<file path="src/hw/usbim_pkg.sv">
// Package of register map, field layout and carriers for the USB interface machine status block.
package usbim_pkg;
   // ****************************************
   // Register offsets
   // ****************************************
   localparam logic [7:0] OFS_RESET   = 8'h00;
   localparam logic [7:0] OFS_ADDR    = 8'h08;
   localparam logic [7:0] OFS_OTG     = 8'h14;
   localparam logic [7:0] OFS_SER     = 8'h18;
   localparam logic [7:0] OFS_FLAGS   = 8'h1c;
   localparam logic [7:0] OFS_STICKY  = 8'h20;
   localparam logic [7:0] OFS_MASK    = 8'h24;
   localparam logic [7:0] OFS_SOF     = 8'h28;
   localparam logic [7:0] OFS_PID     = 8'h2c;
   localparam logic [7:0] OFS_EP      = 8'h30;
   localparam logic [7:0] OFS_MARK    = 8'h34;
   localparam logic [7:0] OFS_OTGMASK = 8'h38;
   localparam logic [7:0] OFS_PWR     = 8'h3c;
   // ****************************************
   // Fields and reset values
   // ****************************************
   localparam int         SER_SE0_BIT  = 3;
   localparam int         SER_DAT_BIT  = 2;
   localparam int         SER_TXEN_BIT = 1;
   localparam int         SER_FSLS_BIT = 0;
   localparam logic [3:0] SER_RST      = 4'h2;
   localparam int         NFLAGS       = 7;
   localparam int         FL_TOKEN     = 6;
   localparam int         FL_SE0       = 5;
   localparam int         FL_K         = 4;
   localparam int         FL_J         = 3;
   localparam int         FL_CRC       = 2;
   localparam int         FL_RXACT     = 1;
   localparam int         FL_RXERR     = 0;
   localparam logic [6:0] FL_LEVEL     = 7'h3b;
   localparam int         MASK_W       = 8;
   localparam int         SOF_W        = 11;
   localparam int         EP_VALID_BIT = 4;
   localparam logic [4:0] EP_MARK_OR   = 5'h10;
   localparam int         PWR_W        = 9;
   localparam logic [1:0] LS_SE0       = 2'h0;
   localparam logic [1:0] LS_J         = 2'h1;
   localparam logic [1:0] LS_K         = 2'h2;
   typedef struct packed {
      logic b_sess;
      logic id_gnd;
      logic host_dis;
      logic vbus_vld;
      logic sess_vld;
      logic sess_end;
   } usbim_otg_s;
   typedef struct packed {
      logic [3:0] pid;
      logic [6:0] addr;
      logic [3:0] endp;
      logic       has_ep;
   } usbim_tok_s;
endpackage

</file>
<file path="src/hw/usbim_status_regs.sv">
// Status and control register logic of the USB interface machine.
// Overview of operation
// - OTG status register mirrors six transceiver session indications, bits 5 to 0.
// - Serial bits 6..4 read differential, minus and plus line receive; read-only, not reset.
// - Serial bits 3 and 2 are writable, reset 0, drive SE0 and transmit data.
// - Serial bit 1 resets to 1; writing 0 enables the serial transmitter.
// - Serial bit 0 selects full/low-speed serial mode; resets to 0.
// - Non-sticky flags 6 and 2 clear on the next packet; other non-sticky flags follow their signals.
// - Flag 6 sets on a good token carrying our device address.
// - Flags 5, 4, 3 set on line state SE0, K and J.
// - Flag 2 sets when a data packet fails its CRC16 check.
// - Flags 1 and 0 follow receive-active and receive-error inputs.
// - Seven stickiness bits; sticky flag holds until software writes 1 to it.
// - Four 8-bit masks drive four notify ports high when any selected flag is high.
// - Frame counter is 11 bits, reset 0, software writable, high bits at 10:8.
// - Last packet identifier captured into read-only bits 3:0.
// - Last endpoint captured into bits 3:0; bit 4 marks it valid.
// - Marked endpoints are delivered on the receive port ORed with 0x10.
// - Any write to the reset register resets all interface state.
// - Only tokens for the programmed 7-bit device address pass on.
`timescale 1ns/100ps
`default_nettype none
module usbim_status_regs
   import usbim_pkg::*;
(
   // Clock and reset
   input  wire logic        clock,
   input  wire logic        sys_rst,
   // Register port
   input  wire logic        reg_wr,
   input  wire logic        reg_rd,
   input  wire logic [7:0]  reg_addr,
   input  wire logic [31:0] reg_wdata,
   output logic [31:0]      reg_rdata,
   output logic             reg_rvalid,
   // Transceiver pins
   input  wire usbim_otg_s  otg_in,
   input  wire logic        rx_rcv_in,
   input  wire logic        rx_dm_in,
   input  wire logic        rx_dp_in,
   input  wire logic [1:0]  line_state_in,
   input  wire logic        rx_active_in,
   input  wire logic        rx_error_in,
   output logic             tx_se0,
   output logic             tx_dat,
   output logic             tx_enable_n,
   output logic             fsls_serial,
   // Packet decoder
   input  wire logic        pkt_start,
   input  wire logic        tok_valid,
   input  wire usbim_tok_s  tok,
   input  wire logic        crc16_fail,
   input  wire logic        sof_valid,
   input  wire logic [10:0] sof_frame,
   // Notify and receive ports
   output logic [3:0]       notify,
   output logic             rx_ep_valid,
   output logic [4:0]       rx_ep_data
);
   // ****************************************
   // Pin synchronisers
   // ****************************************
   localparam int SYN_W = 13;
   logic [SYN_W-1:0] syn1_q;
   logic [SYN_W-1:0] syn2_q;
   always_ff @(posedge clock) begin
      syn1_q <= {otg_in, rx_rcv_in, rx_dm_in, rx_dp_in, line_state_in, rx_active_in, rx_error_in};
      syn2_q <= syn1_q;
   end
   usbim_otg_s otg_s;
   logic [2:0] rxl_s;
   logic [1:0] ls_s;
   // Packing: session levels 12:7, receive lines 6:4, line state 3:2, active 1, error 0.
   assign otg_s = usbim_otg_s'(syn2_q[12:7]);
   assign rxl_s = syn2_q[6:4];
   assign ls_s  = syn2_q[3:2];

   // ****************************************
   // Register state
   // ****************************************
   logic               rst_all;
   logic               wr_ser;
   logic               wr_flags;
   logic [6:0]         addr_q;
   logic [3:0]         ser_q;
   logic [NFLAGS-1:0]  flags_q;
   logic [NFLAGS-1:0]  sticky_q;
   logic [31:0]        mask_q;
   logic [SOF_W-1:0]   sof_q;
   logic [3:0]         pid_q;
   logic [4:0]         ep_q;
   logic [15:0]        mark_q;
   logic [31:0]        otgm_q;
   logic [PWR_W-1:0]   pwr_q;
   logic               tok_ok;
   logic [NFLAGS-1:0]  ev;
   logic [NFLAGS-1:0]  clr;

   // Software reset acts on the edge that ends the write, like the pin reset.
   assign rst_all  = sys_rst | (reg_wr & (reg_addr == OFS_RESET));
   assign wr_ser   = reg_wr & (reg_addr == OFS_SER);
   assign wr_flags = reg_wr & (reg_addr == OFS_FLAGS);
   assign tok_ok   = tok_valid & (tok.addr == addr_q);

   always_ff @(posedge clock) begin
      if (rst_all) begin
         addr_q   <= '0;
         sticky_q <= '0;
         mask_q   <= '0;
         mark_q   <= '0;
         otgm_q   <= '0;
         pwr_q    <= '0;
      end else if (reg_wr) begin
         case (reg_addr)
            OFS_ADDR:    addr_q   <= reg_wdata[6:0];
            OFS_STICKY:  sticky_q <= reg_wdata[NFLAGS-1:0];
            OFS_MASK:    mask_q   <= reg_wdata;
            OFS_MARK:    mark_q   <= reg_wdata[15:0];
            OFS_OTGMASK: otgm_q   <= reg_wdata;
            OFS_PWR:     pwr_q    <= reg_wdata[PWR_W-1:0];
            default:     addr_q   <= addr_q;
         endcase
      end
   end

   // ****************************************
   // Serial drive
   // ****************************************
   always_ff @(posedge clock) begin
      if (rst_all) begin
         ser_q <= SER_RST;
      end else if (wr_ser) begin
         ser_q <= reg_wdata[3:0];
      end
   end
   always_ff @(posedge clock) begin
      if (rst_all) begin
         tx_se0      <= SER_RST[SER_SE0_BIT];
         tx_dat      <= SER_RST[SER_DAT_BIT];
         tx_enable_n <= SER_RST[SER_TXEN_BIT];
         fsls_serial <= SER_RST[SER_FSLS_BIT];
      end else begin
         tx_se0      <= ser_q[SER_SE0_BIT];
         tx_dat      <= ser_q[SER_DAT_BIT];
         tx_enable_n <= ser_q[SER_TXEN_BIT];
         fsls_serial <= ser_q[SER_FSLS_BIT];
      end
   end

   // ****************************************
   // Signal flags
   // ****************************************
   always_comb begin
      ev           = '0;
      ev[FL_TOKEN] = tok_ok;
      ev[FL_SE0]   = (ls_s == LS_SE0);
      ev[FL_K]     = (ls_s == LS_K);
      ev[FL_J]     = (ls_s == LS_J);
      ev[FL_CRC]   = crc16_fail;
      ev[FL_RXACT] = syn2_q[1];
      ev[FL_RXERR] = syn2_q[0];
   end
   assign clr = wr_flags ? reg_wdata[NFLAGS-1:0] : '0;

   // A new event wins over a clear in the same cycle. Level flags that are
   // not sticky simply track their signal, so a packet start has no effect.
   for (genvar i = 0; i < NFLAGS; i++) begin : g_flag
      always_ff @(posedge clock) begin
         if (rst_all) begin
            flags_q[i] <= 1'b0;
         end else if (sticky_q[i]) begin
            flags_q[i] <= ev[i] | (flags_q[i] & ~clr[i]);
         end else if (FL_LEVEL[i]) begin
            flags_q[i] <= ev[i];
         end else begin
            flags_q[i] <= ev[i] | (flags_q[i] & ~clr[i] & ~pkt_start);
         end
      end
   end

   // ****************************************
   // Notify ports
   // ****************************************
   for (genvar p = 0; p < 4; p++) begin : g_port
      always_ff @(posedge clock) begin
         if (rst_all) begin
            notify[p] <= 1'b0;
         end else begin
            notify[p] <= |(mask_q[p*MASK_W +: NFLAGS] & flags_q);
         end
      end
   end

   // ****************************************
   // Frame counter, PID and endpoint capture
   // ****************************************
   always_ff @(posedge clock) begin
      if (rst_all) begin
         sof_q <= '0;
      end else if (reg_wr && reg_addr == OFS_SOF) begin
         sof_q <= reg_wdata[SOF_W-1:0];
      end else if (sof_valid) begin
         sof_q <= sof_frame;
      end
   end
   always_ff @(posedge clock) begin
      if (rst_all) begin
         pid_q <= '0;
         ep_q  <= '0;
      end else if (tok_ok) begin
         pid_q <= tok.pid;
         if (tok.has_ep) begin
            ep_q <= {1'b1, tok.endp};
         end
      end
   end
   always_ff @(posedge clock) begin
      if (rst_all) begin
         rx_ep_valid <= 1'b0;
         rx_ep_data  <= '0;
      end else begin
         rx_ep_valid <= tok_ok & tok.has_ep;
         rx_ep_data  <= {1'b0, tok.endp} | (mark_q[tok.endp] ? EP_MARK_OR : 5'h00);
      end
   end

   // ****************************************
   // Register read
   // ****************************************
   // Unmapped and write-only offsets read as zero.
   always_ff @(posedge clock) begin
      if (rst_all) begin
         reg_rvalid <= 1'b0;
         reg_rdata  <= '0;
      end else begin
         reg_rvalid <= reg_rd;
         case (reg_addr)
            OFS_ADDR:    reg_rdata <= {25'h0, addr_q};
            OFS_OTG:     reg_rdata <= {26'h0, otg_s};
            OFS_SER:     reg_rdata <= {25'h0, rxl_s, ser_q};
            OFS_FLAGS:   reg_rdata <= {25'h0, flags_q};
            OFS_STICKY:  reg_rdata <= {25'h0, sticky_q};
            OFS_MASK:    reg_rdata <= mask_q;
            OFS_SOF:     reg_rdata <= {21'h0, sof_q};
            OFS_PID:     reg_rdata <= {28'h0, pid_q};
            OFS_EP:      reg_rdata <= {27'h0, ep_q};
            OFS_MARK:    reg_rdata <= {16'h0, mark_q};
            OFS_OTGMASK: reg_rdata <= otgm_q;
            OFS_PWR:     reg_rdata <= {23'h0, pwr_q};
            default:     reg_rdata <= '0;
         endcase
      end
   end
endmodule
`default_nettype wire

</file>
<file path="config.mk">
export PLATFORM = sky130hd
export DESIGN_NAME = usbim_status_regs
export DESIGN_NICKNAME = d
export VERILOG_FILES = /design/src/hw/usbim_pkg.sv /design/src/hw/usbim_status_regs.sv
export SDC_FILE = /design/constraint.sdc
export NUM_CORES = 1
export LEC_CHECK = 0
export ABC_AREA = 1
export BUFFER_PORTS_ARGS = -buffer_cell sky130_fd_sc_hd__buf_2
export CORE_MARGIN = 2
export CORE_UTILIZATION = 40
export CTS_CLUSTER_DIAMETER = 30
export DETAILED_ROUTE_END_ITERATION = 8
export GPL_TIMING_DRIVEN = 0
export HOLD_SLACK_MARGIN = 0.12
export PLACE_DENSITY = 0.68
export SLEW_MARGIN = 20
export SYNTH_ARGS = -nofsm -noshare
export SYNTH_HDL_FRONTEND = slang
export SYNTH_SLANG_ARGS = --single-unit
</file>
<file path="constraint.sdc">
create_clock -name clock -period 3.35 [get_ports clock]
set_input_delay 0.67 -clock clock [delete_from_list [all_inputs] [get_ports clock]]
set_output_delay 0.67 -clock clock [all_outputs]
set_load 0.05 [all_outputs]
</file>
==> reports/qor.yml, run 1 <==
cts_root_buffer: "clkbuf_16"
synthMuxAreaShare_pct: 1.07
hold_viol_final: 0
whs_endpoint: "syn1_q[12]$_DFF_P_"
setup_viol: 0
cp-end-kind: "flip-flop"
reg2reg_depth: 10
hold_path_startpoint: "otg_in[5]"
hpwl_um: 19600
rrSetupSlack_ns: 1.58
r2r_end: "ep_q[2]$_SDFFE_PP0P_"
dp.cells: 1498
rr_startpoint: "addr_q[2]$_SDFFE_PP0P_"
ios: 135
rsz0062_at_grt: "no"
first_global_vias: 7921
via_per_inst: 5.26
start_util_pct: 40.4
routed_wl_um: 27900
clockBufferDepth: 3
tightestPinTransition_ns: 0.743
synth_cell_types: 35
rows: 53
max_freq_mhz: 553
finalNetCount: 1357
synth_top_area_share_pct: 49.3
grt_antenna_before_repair: 0
slew_headroom_pct: 50.5
firstDrtPassIters: 5
syn_inst: 1096
grt_max_degree: 12
synth.area.top_cells: "dfxtp_1 49%, a21oi_1 7.7%, nand3_1 7.7%"
cts_hold_buffers: 0
place_congestion: 0.934
fin_crit_sh_pct: 54.0
cts.repair.resized: 0
critical_path_arrival_ns: 2.22
cts_buffers: 44
synthTopCellsByCount: "207 x dfxtp_1, 163 x nand2_1, 129 x a21oi_1, 129 x nand3_1, 126 x inv_1"
synthFlopType: "dfxtp_1"
synth_top_area_cell: "dfxtp_1"
globalRouteTotalUtil_pct: 25.1
start_kind: "input port"
hp-class: "input port to flip-flop"
syn_nets: 1184
crit_required_ns: 3.76
maxCapViolations: 0
whs_path_depth: 1
ir_worst_vdd_uv: 514
via_count: 8301
synthXorXnorAreaFrac_pct: 0.208
clock_sinks: 207
drc: 0
dieArea_um2: 22200
synth_compound_area_share_pct: 17.4
async_flop_share_pct: 0
clk_latency_ns: 0.53
fin_skew_ns: 0.0222
yosys.area_share.simple_pct: 21.4
post_cts_buffers: 0
power_density_nw_per_um2: 660
pre_cts_ws_ns: 1.07
clkSlewWorstSetupHoldPaths_ns: 0.05
core_area_um2: 20800
synth_edf_count: 0
cts_tree: "built"
port_buffers: 127
fin_util_pct: 52.3
yosysWarnings: 0
avgSynthCellArea_um2: 7.67
fin_setup_tns_ns: 0
crit_type: "input port to flip-flop"
layout-drive-gt1-share_pct: 22.2
fin_cells: 1579
synthAdderAreaFrac_pct: 0
synth.most_common_cell: "dfxtp_1"
grt_pass1_wl_um: 42800
fp.dieH_um: 149
hold-worst-slack_ns: 0.245
p_leak_nw: 4.78
htreeDepth: 2
wl_per_cell_um: 17.6
yosysSeqAreaShare_pct: 49.3
worstPathMaxFanout: 10
fp.dieW_um: 149
outcome: "complete, no violations"
period_needed_ns: 1.81
grt-ovfl-total: 0
drt_iter0_markers: 748
synth_top_family_by_area: "simple AND/OR/NAND/NOR gates"
final_antenna_net_count: 0
fin_ws_ns: 1.54
drv_slew: 0
syn2layout_area_growth_pct: 29.5
netlist_area_um2: 8410
ys_ff_latch: 207
[cells by family after synthesis]
group           count (synthesis)
mux                             9
compound gates                273
simple gates                  403
buf+inv                       202
xor+xnor                        2
flops                         207
[critical path, stage by stage]
cell,delay [ns]
buf_2,0.10
inv_1,0.04
nand2_1,0.25
nor2_4,0.06
nand2_2,0.22
clkbuf_1,0.44
nor2_1,0.15
o21ai_0,0.22
inv_1,0.06
[cell type report]
class / instances / area [µm²]
repair buffers: 127 / 636
inverters: 136 / 515
multi-input cells: 687 / 3370
fillers: 2022 / 9930
clock buffers: 57 / 1240
clock inverters: 23 / 259
plain buffers: 66 / 378
diodes: 1 / 2.50
flip-flops and latches: 207 / 4140
well taps: 275 / 344
[per-layer routing]
metal | wire, µm | vias to the layer above | global-route usage (%)
met5 | 0 | - | 0
met1 | 11900 | 3821 | 33.0
met3 | 2610 | 103 | 5.87
met2 | 11900 | 420 | 38.5
met4 | 1480 | 0 | 13.0
li1 | - | 3957 | -
[state kept, by name, summed over array words and instances, names as in the netlist]
register,cells
tx_enable_n,1
mask_q,32
mark_q,16
reg_rvalid,1
rx_ep_data,5
reg_rdata,32
sof_q,11
flags_q,7
tx_se0,1
syn1_q,13
pid_q,4
otgm_q,32
syn2_q,13
notify,4
pwr_q,9
ep_q,5
addr_q,7
ser_q,4
fsls_serial,1
rx_ep_valid,1
sticky_q,7
tx_dat,1
[how the worst max path moves through the flow]
stage               slack [ns]                  endpoint  cells after the start              startpoint
finish                    1.54  reg_rdata[14]$_SDFF_PP0_                      9             reg_addr[0]
global route              1.44      ep_q[2]$_SDFFE_PP0P_                     10  addr_q[2]$_SDFFE_PP0P_
CTS                       1.54                 notify[0]                      1    notify[0]$_SDFF_PP0_
detailed placement        1.07  reg_rdata[14]$_SDFF_PP0_                      9             reg_addr[0]
global placement          1.04  reg_rdata[14]$_SDFF_PP0_                      9             reg_addr[0]
floorplan                 1.63    mark_q[3]$_SDFFE_PP0P_                     10             reg_addr[0]
[where the power goes]
part	leakage, nW	total (mW)	internal, mW	switching [mW]
logic	2.36	0.302	0.0928	0.210
clock network	0.742	4.36	2.98	1.38
registers	1.68	2.53	2.51	0.0201
total	4.78	7.18	5.58	1.61
[cell usage in the layout (no fill, tap or decap), drive strengths merged]
master and n:
a211oi 12, a21oi 129, a221oi 1, a22o 1
a31oi 1, buf 176, bufinv 5, clkbuf 74
clkinv 12, clkinvlp 3, dfxtp 207, diode 1
inv 139, mux2i 9, nand2 172, nand3 130
nand4 1, nor2 98, nor3 1, o211ai 7
o21ai 96, o21bai 1, o22ai 25, or2 1
xor2 2
[metrics by stage]
step                      power [mW]  area [µm²]
after floorplan                 2.72        8410
after global placement          2.86        9390
after detailed placement        2.87        9390
after CTS                       7.22       10900
after global routing            7.39       10900
final                           7.18       10900
No activity file was read; power rests on OpenSTA's default activity.
==> run 2: changes to the inputs <==
--- a/config.mk
+++ b/config.mk
@@ -13,7 +13,7 @@
 export DETAILED_ROUTE_END_ITERATION = 8
 export GPL_TIMING_DRIVEN = 0
 export HOLD_SLACK_MARGIN = 0.12
-export PLACE_DENSITY = 0.68
+export PLACE_DENSITY = 0.7
 export SLEW_MARGIN = 20
 export SYNTH_ARGS = -nofsm -noshare
 export SYNTH_HDL_FRONTEND = slang
==> constraint.sdc (replaced) <==
create_clock -name clock -period 1.5 [get_ports clock]
set_input_delay 0.3 -clock clock [delete_from_list [all_inputs] [get_ports clock]]
set_output_delay 0.3 -clock clock [all_outputs]
set_load 0.05 [all_outputs]
==> run 2 against run 1 <==
  * Sequential cell count unchanged
  * Utilization up 1.7 points
  * Register-to-register slack worse by 1.5 ns
  * Critical path type is now flip-flop to primary output
  * Largest power group unchanged
==> reports/qor.yml, run 2 (same netlist as run 1, synthesis figures left out) <==
firstDrtPassIters: 6
globalRouteTotalUtil_pct: 24.5
fin_skew_ns: 0.0190
cp_slowest_stage_delay_ns: 0.33
maxCapViolations: 0
hp-class: "input port to flip-flop"
ios: 135
clk_latency_ns: 0.52
crit_buf_inv: 1
crit_required_ns: 1.20
hpwl_um: 19500
power_density_nw_per_um2: 1370
crit_type: "flip-flop to primary output"
port_buffers: 127
crit_slowest_cell: "dfxtp_1"
grt_pass1_wl_um: 42000
core_area_um2: 20800
final_antenna_net_count: 0
fp.dieH_um: 149
syn2layout_area_growth_pct: 33.9
via_count: 8370
wl_per_cell_um: 17.1
power_switching_share_pct: 22.6
slew_headroom_pct: 45.2
cp-end-kind: "primary output"
first_global_vias: 7842
clkSlewWorstSetupHoldPaths_ns: 0.05
fp.dieW_um: 149
cts_tree: "built"
setup_viol: 0
mostFrequentLayoutCells: "207 x dfxtp_1, 163 x nand2_1, 160 x buf_2, 129 x nand3_1, 129 x a21oi_1"
critical_path_arrival_ns: 1.12
grt_max_degree: 11
rrSetupSlack_ns: 0.10
max_freq_mhz: 704
p_switching_mw: 3.50
grt_antenna_before_repair: 0
drc: 0
ir_worst_vdd_uv: 755
cts_root_buffer: "clkbuf_16"
hold-worst-slack_ns: 0.132
rsz0062_at_grt: "yes"
finalNetCount: 1399
fin_setup_tns_ns: 0
dieArea_um2: 22200
period_needed_ns: 1.42
internal-power_mw: 12.0
grt-ovfl-total: 0
via_per_inst: 5.17
routed_wl_um: 27700
hold_viol_final: 0
clockPowerShare_pct: 58.7
outcome: "complete, no violations"
cts_buffers: 41
p_comb_share_pct: 4.9
tightestPinTransition_ns: 0.822
layout_commonest_cell: "dfxtp_1"
fin_ws_ns: 0.0801
path_delay_family: "flip-flops"
worstPathMaxFanout: 1
fin_crit_sh_pct: 94.7
reg_top3: "mask_q (32), otgm_q (32), reg_rdata (32)"
fin_util_pct: 54.0
p_leak_nw: 4.92
drt_iter0_markers: 745
clockBufferDepth: 3
htreeDepth: 2
pre_cts_ws_ns: -0.401
rows: 53
clock_sinks: 207
antenna_cells: 0
drv_slew: 0
start_util_pct: 40.4
crit_chain: "buf_2"
fillerInstances: 1953
seqPwrFrac_pct: 36.4
layout-drive-gt1-share_pct: 21.5
start_kind: "flip-flop"
place_congestion: 0.905
## run 2: metal layers
| layer | GRT usage, % | vias to the layer above | part of all wire (%) |
|---|---|---|---|
| met4 | 11.7 | 0 | 4.0 |
| li1 | - | 4033 | - |
| met3 | 4.74 | 77 | 9.7 |
| met1 | 32.9 | 3827 | 42 |
| met5 | 0 | - | 0 |
| met2 | 38.0 | 433 | 44 |
## run 2: area by class of cell
cell class                 count  area, µm²  share of cell area (%)
timing repair buffer         172       1080                    9.61
inverter                     136        515                    4.58
sequential                   207       4140                    36.8
clock inverter                21        215                    1.91
multi-input combinational    687       3380                    30.0
tap                          275        344                    3.06
clock buffer                  55       1190                    10.6
buffer                        66        385                    3.42
## run 2: path summary, 6_finish.rpt
kind	startpoint	to	depth (start not counted)
setup / recovery	reg_rdata[29]$_SDFF_PP0_	reg_rdata[29]	1
hold / removal	reg_wdata[9]	sof_q[9]$_SDFFE_PP0P_	3
setup reg to reg	addr_q[6]$_SDFFE_PP0P_	ep_q[4]$_SDFFE_PP0P_	7
hold reg to reg	syn1_q[2]$_DFF_P_	syn2_q[2]$_DFF_P_	0
## run 2: metrics by stage
step           cell area (µm²)  power [mW]  instances
2_1_floorplan             8410        6.08       1096
3_3_place_gp              9390        6.39       1498
3_5_place_dp              9390        6.40       1498
4_1_cts                  11200        15.6       1617
5_1_grt                  11300        15.9       1619
6_report                 11300        15.5       1619
## run 2: power by group through the flow
stage               combinational, mW  sequential (mW)  clock (mW)
finish                          0.755             5.64        9.08
global route                    0.811             5.64        9.49
CTS                             0.746             5.64        9.18
detailed placement              0.656             5.74           0
global placement                0.651             5.74           0
floorplan                       0.319             5.76           0
## run 2: worst min-delay path, stage by stage
cell,delay (ns)
buf_2,0.14
nor2_1,0.10
a211oi_1,0.04
## run 2: what timing repair did
item                                   4_1_cts  5_1_grt
hold buffers                                43        0
gates resized for setup                      2        7
pin swaps                                    0        3
setup endpoints to repair                   10        9
cloned                                       0        1
endpoints found under the hold margin       59        0
buffers inserted                             0        1
==> run 3: changes to the inputs <==
--- a/config.mk
+++ b/config.mk
@@ -13,7 +13,7 @@
 export DETAILED_ROUTE_END_ITERATION = 8
 export GPL_TIMING_DRIVEN = 0
 export HOLD_SLACK_MARGIN = 0.12
-export PLACE_DENSITY = 0.7
+export PLACE_DENSITY = 0.68
 export SLEW_MARGIN = 20
 export SYNTH_ARGS = -nofsm -noshare
 export SYNTH_HDL_FRONTEND = slang
==> constraint.sdc (replaced) <==
create_clock -name clock -period 1.38 [get_ports clock]
set_input_delay 0.276 -clock clock [delete_from_list [all_inputs] [get_ports clock]]
set_output_delay 0.276 -clock clock [all_outputs]
set_load 0.05 [all_outputs]
==> run 3 against run 2 <==
  * Die area stayed put
  * Sequential cell count stayed put
  * Wire length is 3.2% higher
  * Utilization is 1.5 points higher
  * Clock skew is 0.0021 ns higher
  * Sequential share of layout area is 0.91 points lower
  * Final cell count is 0.86% higher
  * Critical path type is now flip-flop to flip-flop
  * Largest cell class unchanged
==> reports/qor.yml, run 3 (same netlist as run 1, synthesis figures left out) <==
start_util_pct: 40.4
wl_per_cell_um: 17.5
p_leak_nw: 5.03
r2r_end: "ep_q[0]$_SDFFE_PP0P_"
via_per_inst: 5.19
fp.dieW_um: 149
layout-drive-gt1-share_pct: 22.8
final_antenna_net_count: 0
clockBufferDepth: 3
start_kind: "flip-flop"
place_congestion: 0.934
crit_slowest_cell: "dfxtp_4"
mostFrequentLayoutCells: "202 x dfxtp_1, 160 x nand2_1, 129 x a21oi_1, 127 x buf_2, 127 x nand3_1"
power_density_nw_per_um2: 1520
ios: 135
grt_antenna_before_repair: 0
cts_root_buffer: "clkbuf_16"
crit_type: "flip-flop to flip-flop"
hold_viol_final: 0
drc: 0
worstPathMaxFanout: 4
cpMostUsedCell: "nor2_1"
fin_util_pct: 55.6
slew_headroom_pct: 50.0
fin_setup_tns_ns: 0
startpoint: "addr_q[2]$_SDFFE_PP0P_"
hold-worst-slack_ns: 0.127
crit_chain: "nand2_2 > inv_2 > nor2_1 > nor2_1 > nand2_1 > nor2_4 > buf_4 > nand3_1 > nand2_1 > nor2_1"
cts_buffers: 44
setup_viol: 0
pre_cts_ws_ns: -0.504
clock_sinks: 207
maxCapViolations: 0
crit_buf_inv: 2
fin_skew_ns: 0.0211
critical_path_arrival_ns: 1.78
firstDrtPassIters: 7
reg2reg_depth: 10
rr_startpoint: "addr_q[2]$_SDFFE_PP0P_"
crit_required_ns: 1.79
fin_cells: 1633
syn2layout_area_growth_pct: 37.6
drv_slew: 0
path_delay_family: "simple AND/OR/NAND/NOR gates"
grt-ovfl-total: 0
fin_crit_sh_pct: 99.1
fp.dieH_um: 149
period_needed_ns: 1.37
drt_iter0_markers: 741
port_buffers: 127
dp.cells: 1498
layout_commonest_cell: "dfxtp_1"
clkSlewWorstSetupHoldPaths_ns: 0.04
dieArea_um2: 22200
clk_latency_ns: 0.53
rows: 53
rrSetupSlack_ns: 0.01
whs_endpoint: "sof_q[3]$_SDFFE_PP0P_"
globalRouteTotalUtil_pct: 25.5
htreeDepth: 2
fin_ws_ns: 0.0123
cp-end-kind: "flip-flop"
hold_path_startpoint: "sof_frame[3]"
tightestPinTransition_ns: 0.749
routed_wl_um: 28600
grt_max_degree: 12
cp_slowest_stage_delay_ns: 0.37
antenna_cells: 0
cts_tree: "built"
finalNetCount: 1412
rsz0062_at_grt: "yes"
grt_pass1_wl_um: 43600
hp-class: "input port to flip-flop"
whs_path_depth: 3
first_global_vias: 8151
ir_worst_vdd_uv: 1270
outcome: "complete, no violations"
core_area_um2: 20800
max_freq_mhz: 731
reg_top3: "mask_q (32), otgm_q (32), reg_rdata (32)"
via_count: 8471
hpwl_um: 19600
-- run 3: cell type report --
type	count	area, µm²
Tap cell	275	344
Timing Repair Buffer	182	1260
Multi-Input combinational cell	687	3410
Clock inverter	23	259
Fill cell	1944	9250
Clock buffer	57	1240
Inverter	136	515
Buffer	66	390
Sequential cell	207	4160
-- run 3: worst max-delay path by stage --
stage / end / slack [ns] / depth (start not counted)
final: ep_q[0]$_SDFFE_PP0P_ / 0.01 / 10
after global placement: reg_rdata[14]$_SDFF_PP0_ / -0.54 / 9
after floorplan: mark_q[3]$_SDFFE_PP0P_ / 0.05 / 10
after CTS: reg_rdata[29] / 0.00009 / 1
after global routing: ep_q[2]$_SDFFE_PP0P_ / -0.06 / 10
after detailed placement: reg_rdata[14]$_SDFF_PP0_ / -0.50 / 9
-- run 3: repair_timing --
item,CTS,global route
gates resized for setup,12,50
endpoints found under the setup margin,18,80
pin swaps,1,10
endpoints found under the hold margin,81,0
cloned,0,1
buffers inserted,1,2
hold buffers,51,0
-- run 3: worst reg2reg max path, cell delays in order (launching register included) --
cell,delay [ns]
dfxtp_4,0.37
nand2_2,0.06
inv_2,0.04
nor2_1,0.03
nor2_1,0.10
nand2_1,0.09
nor2_4,0.23
buf_4,0.17
nand3_1,0.06
nand2_1,0.08
nor2_1,0.04
-- run 3: power breakdown --
group	internal, mW	switching (mW)
Sequential	6.08	0.0495
Combinational	0.326	0.533
Clock	7.23	3.36
-- run 3: per-stage QoR --
stage,power (mW),cell area [µm²]
2_1_floorplan,6.61,8410
3_3_place_gp,6.95,9390
3_5_place_dp,6.96,9390
4_1_cts,17.6,11400
5_1_grt,18.1,11600
6_report,17.6,11600
-- run 3: per-layer routing --
metal  track usage (%)  vias up  wire, µm
met4              13.2        0      1450
li1                  -     4068         -
met5                 0        -         0
met1              33.4     3869     12000
met3              5.63       97      2630
met2              39.6      437     12500
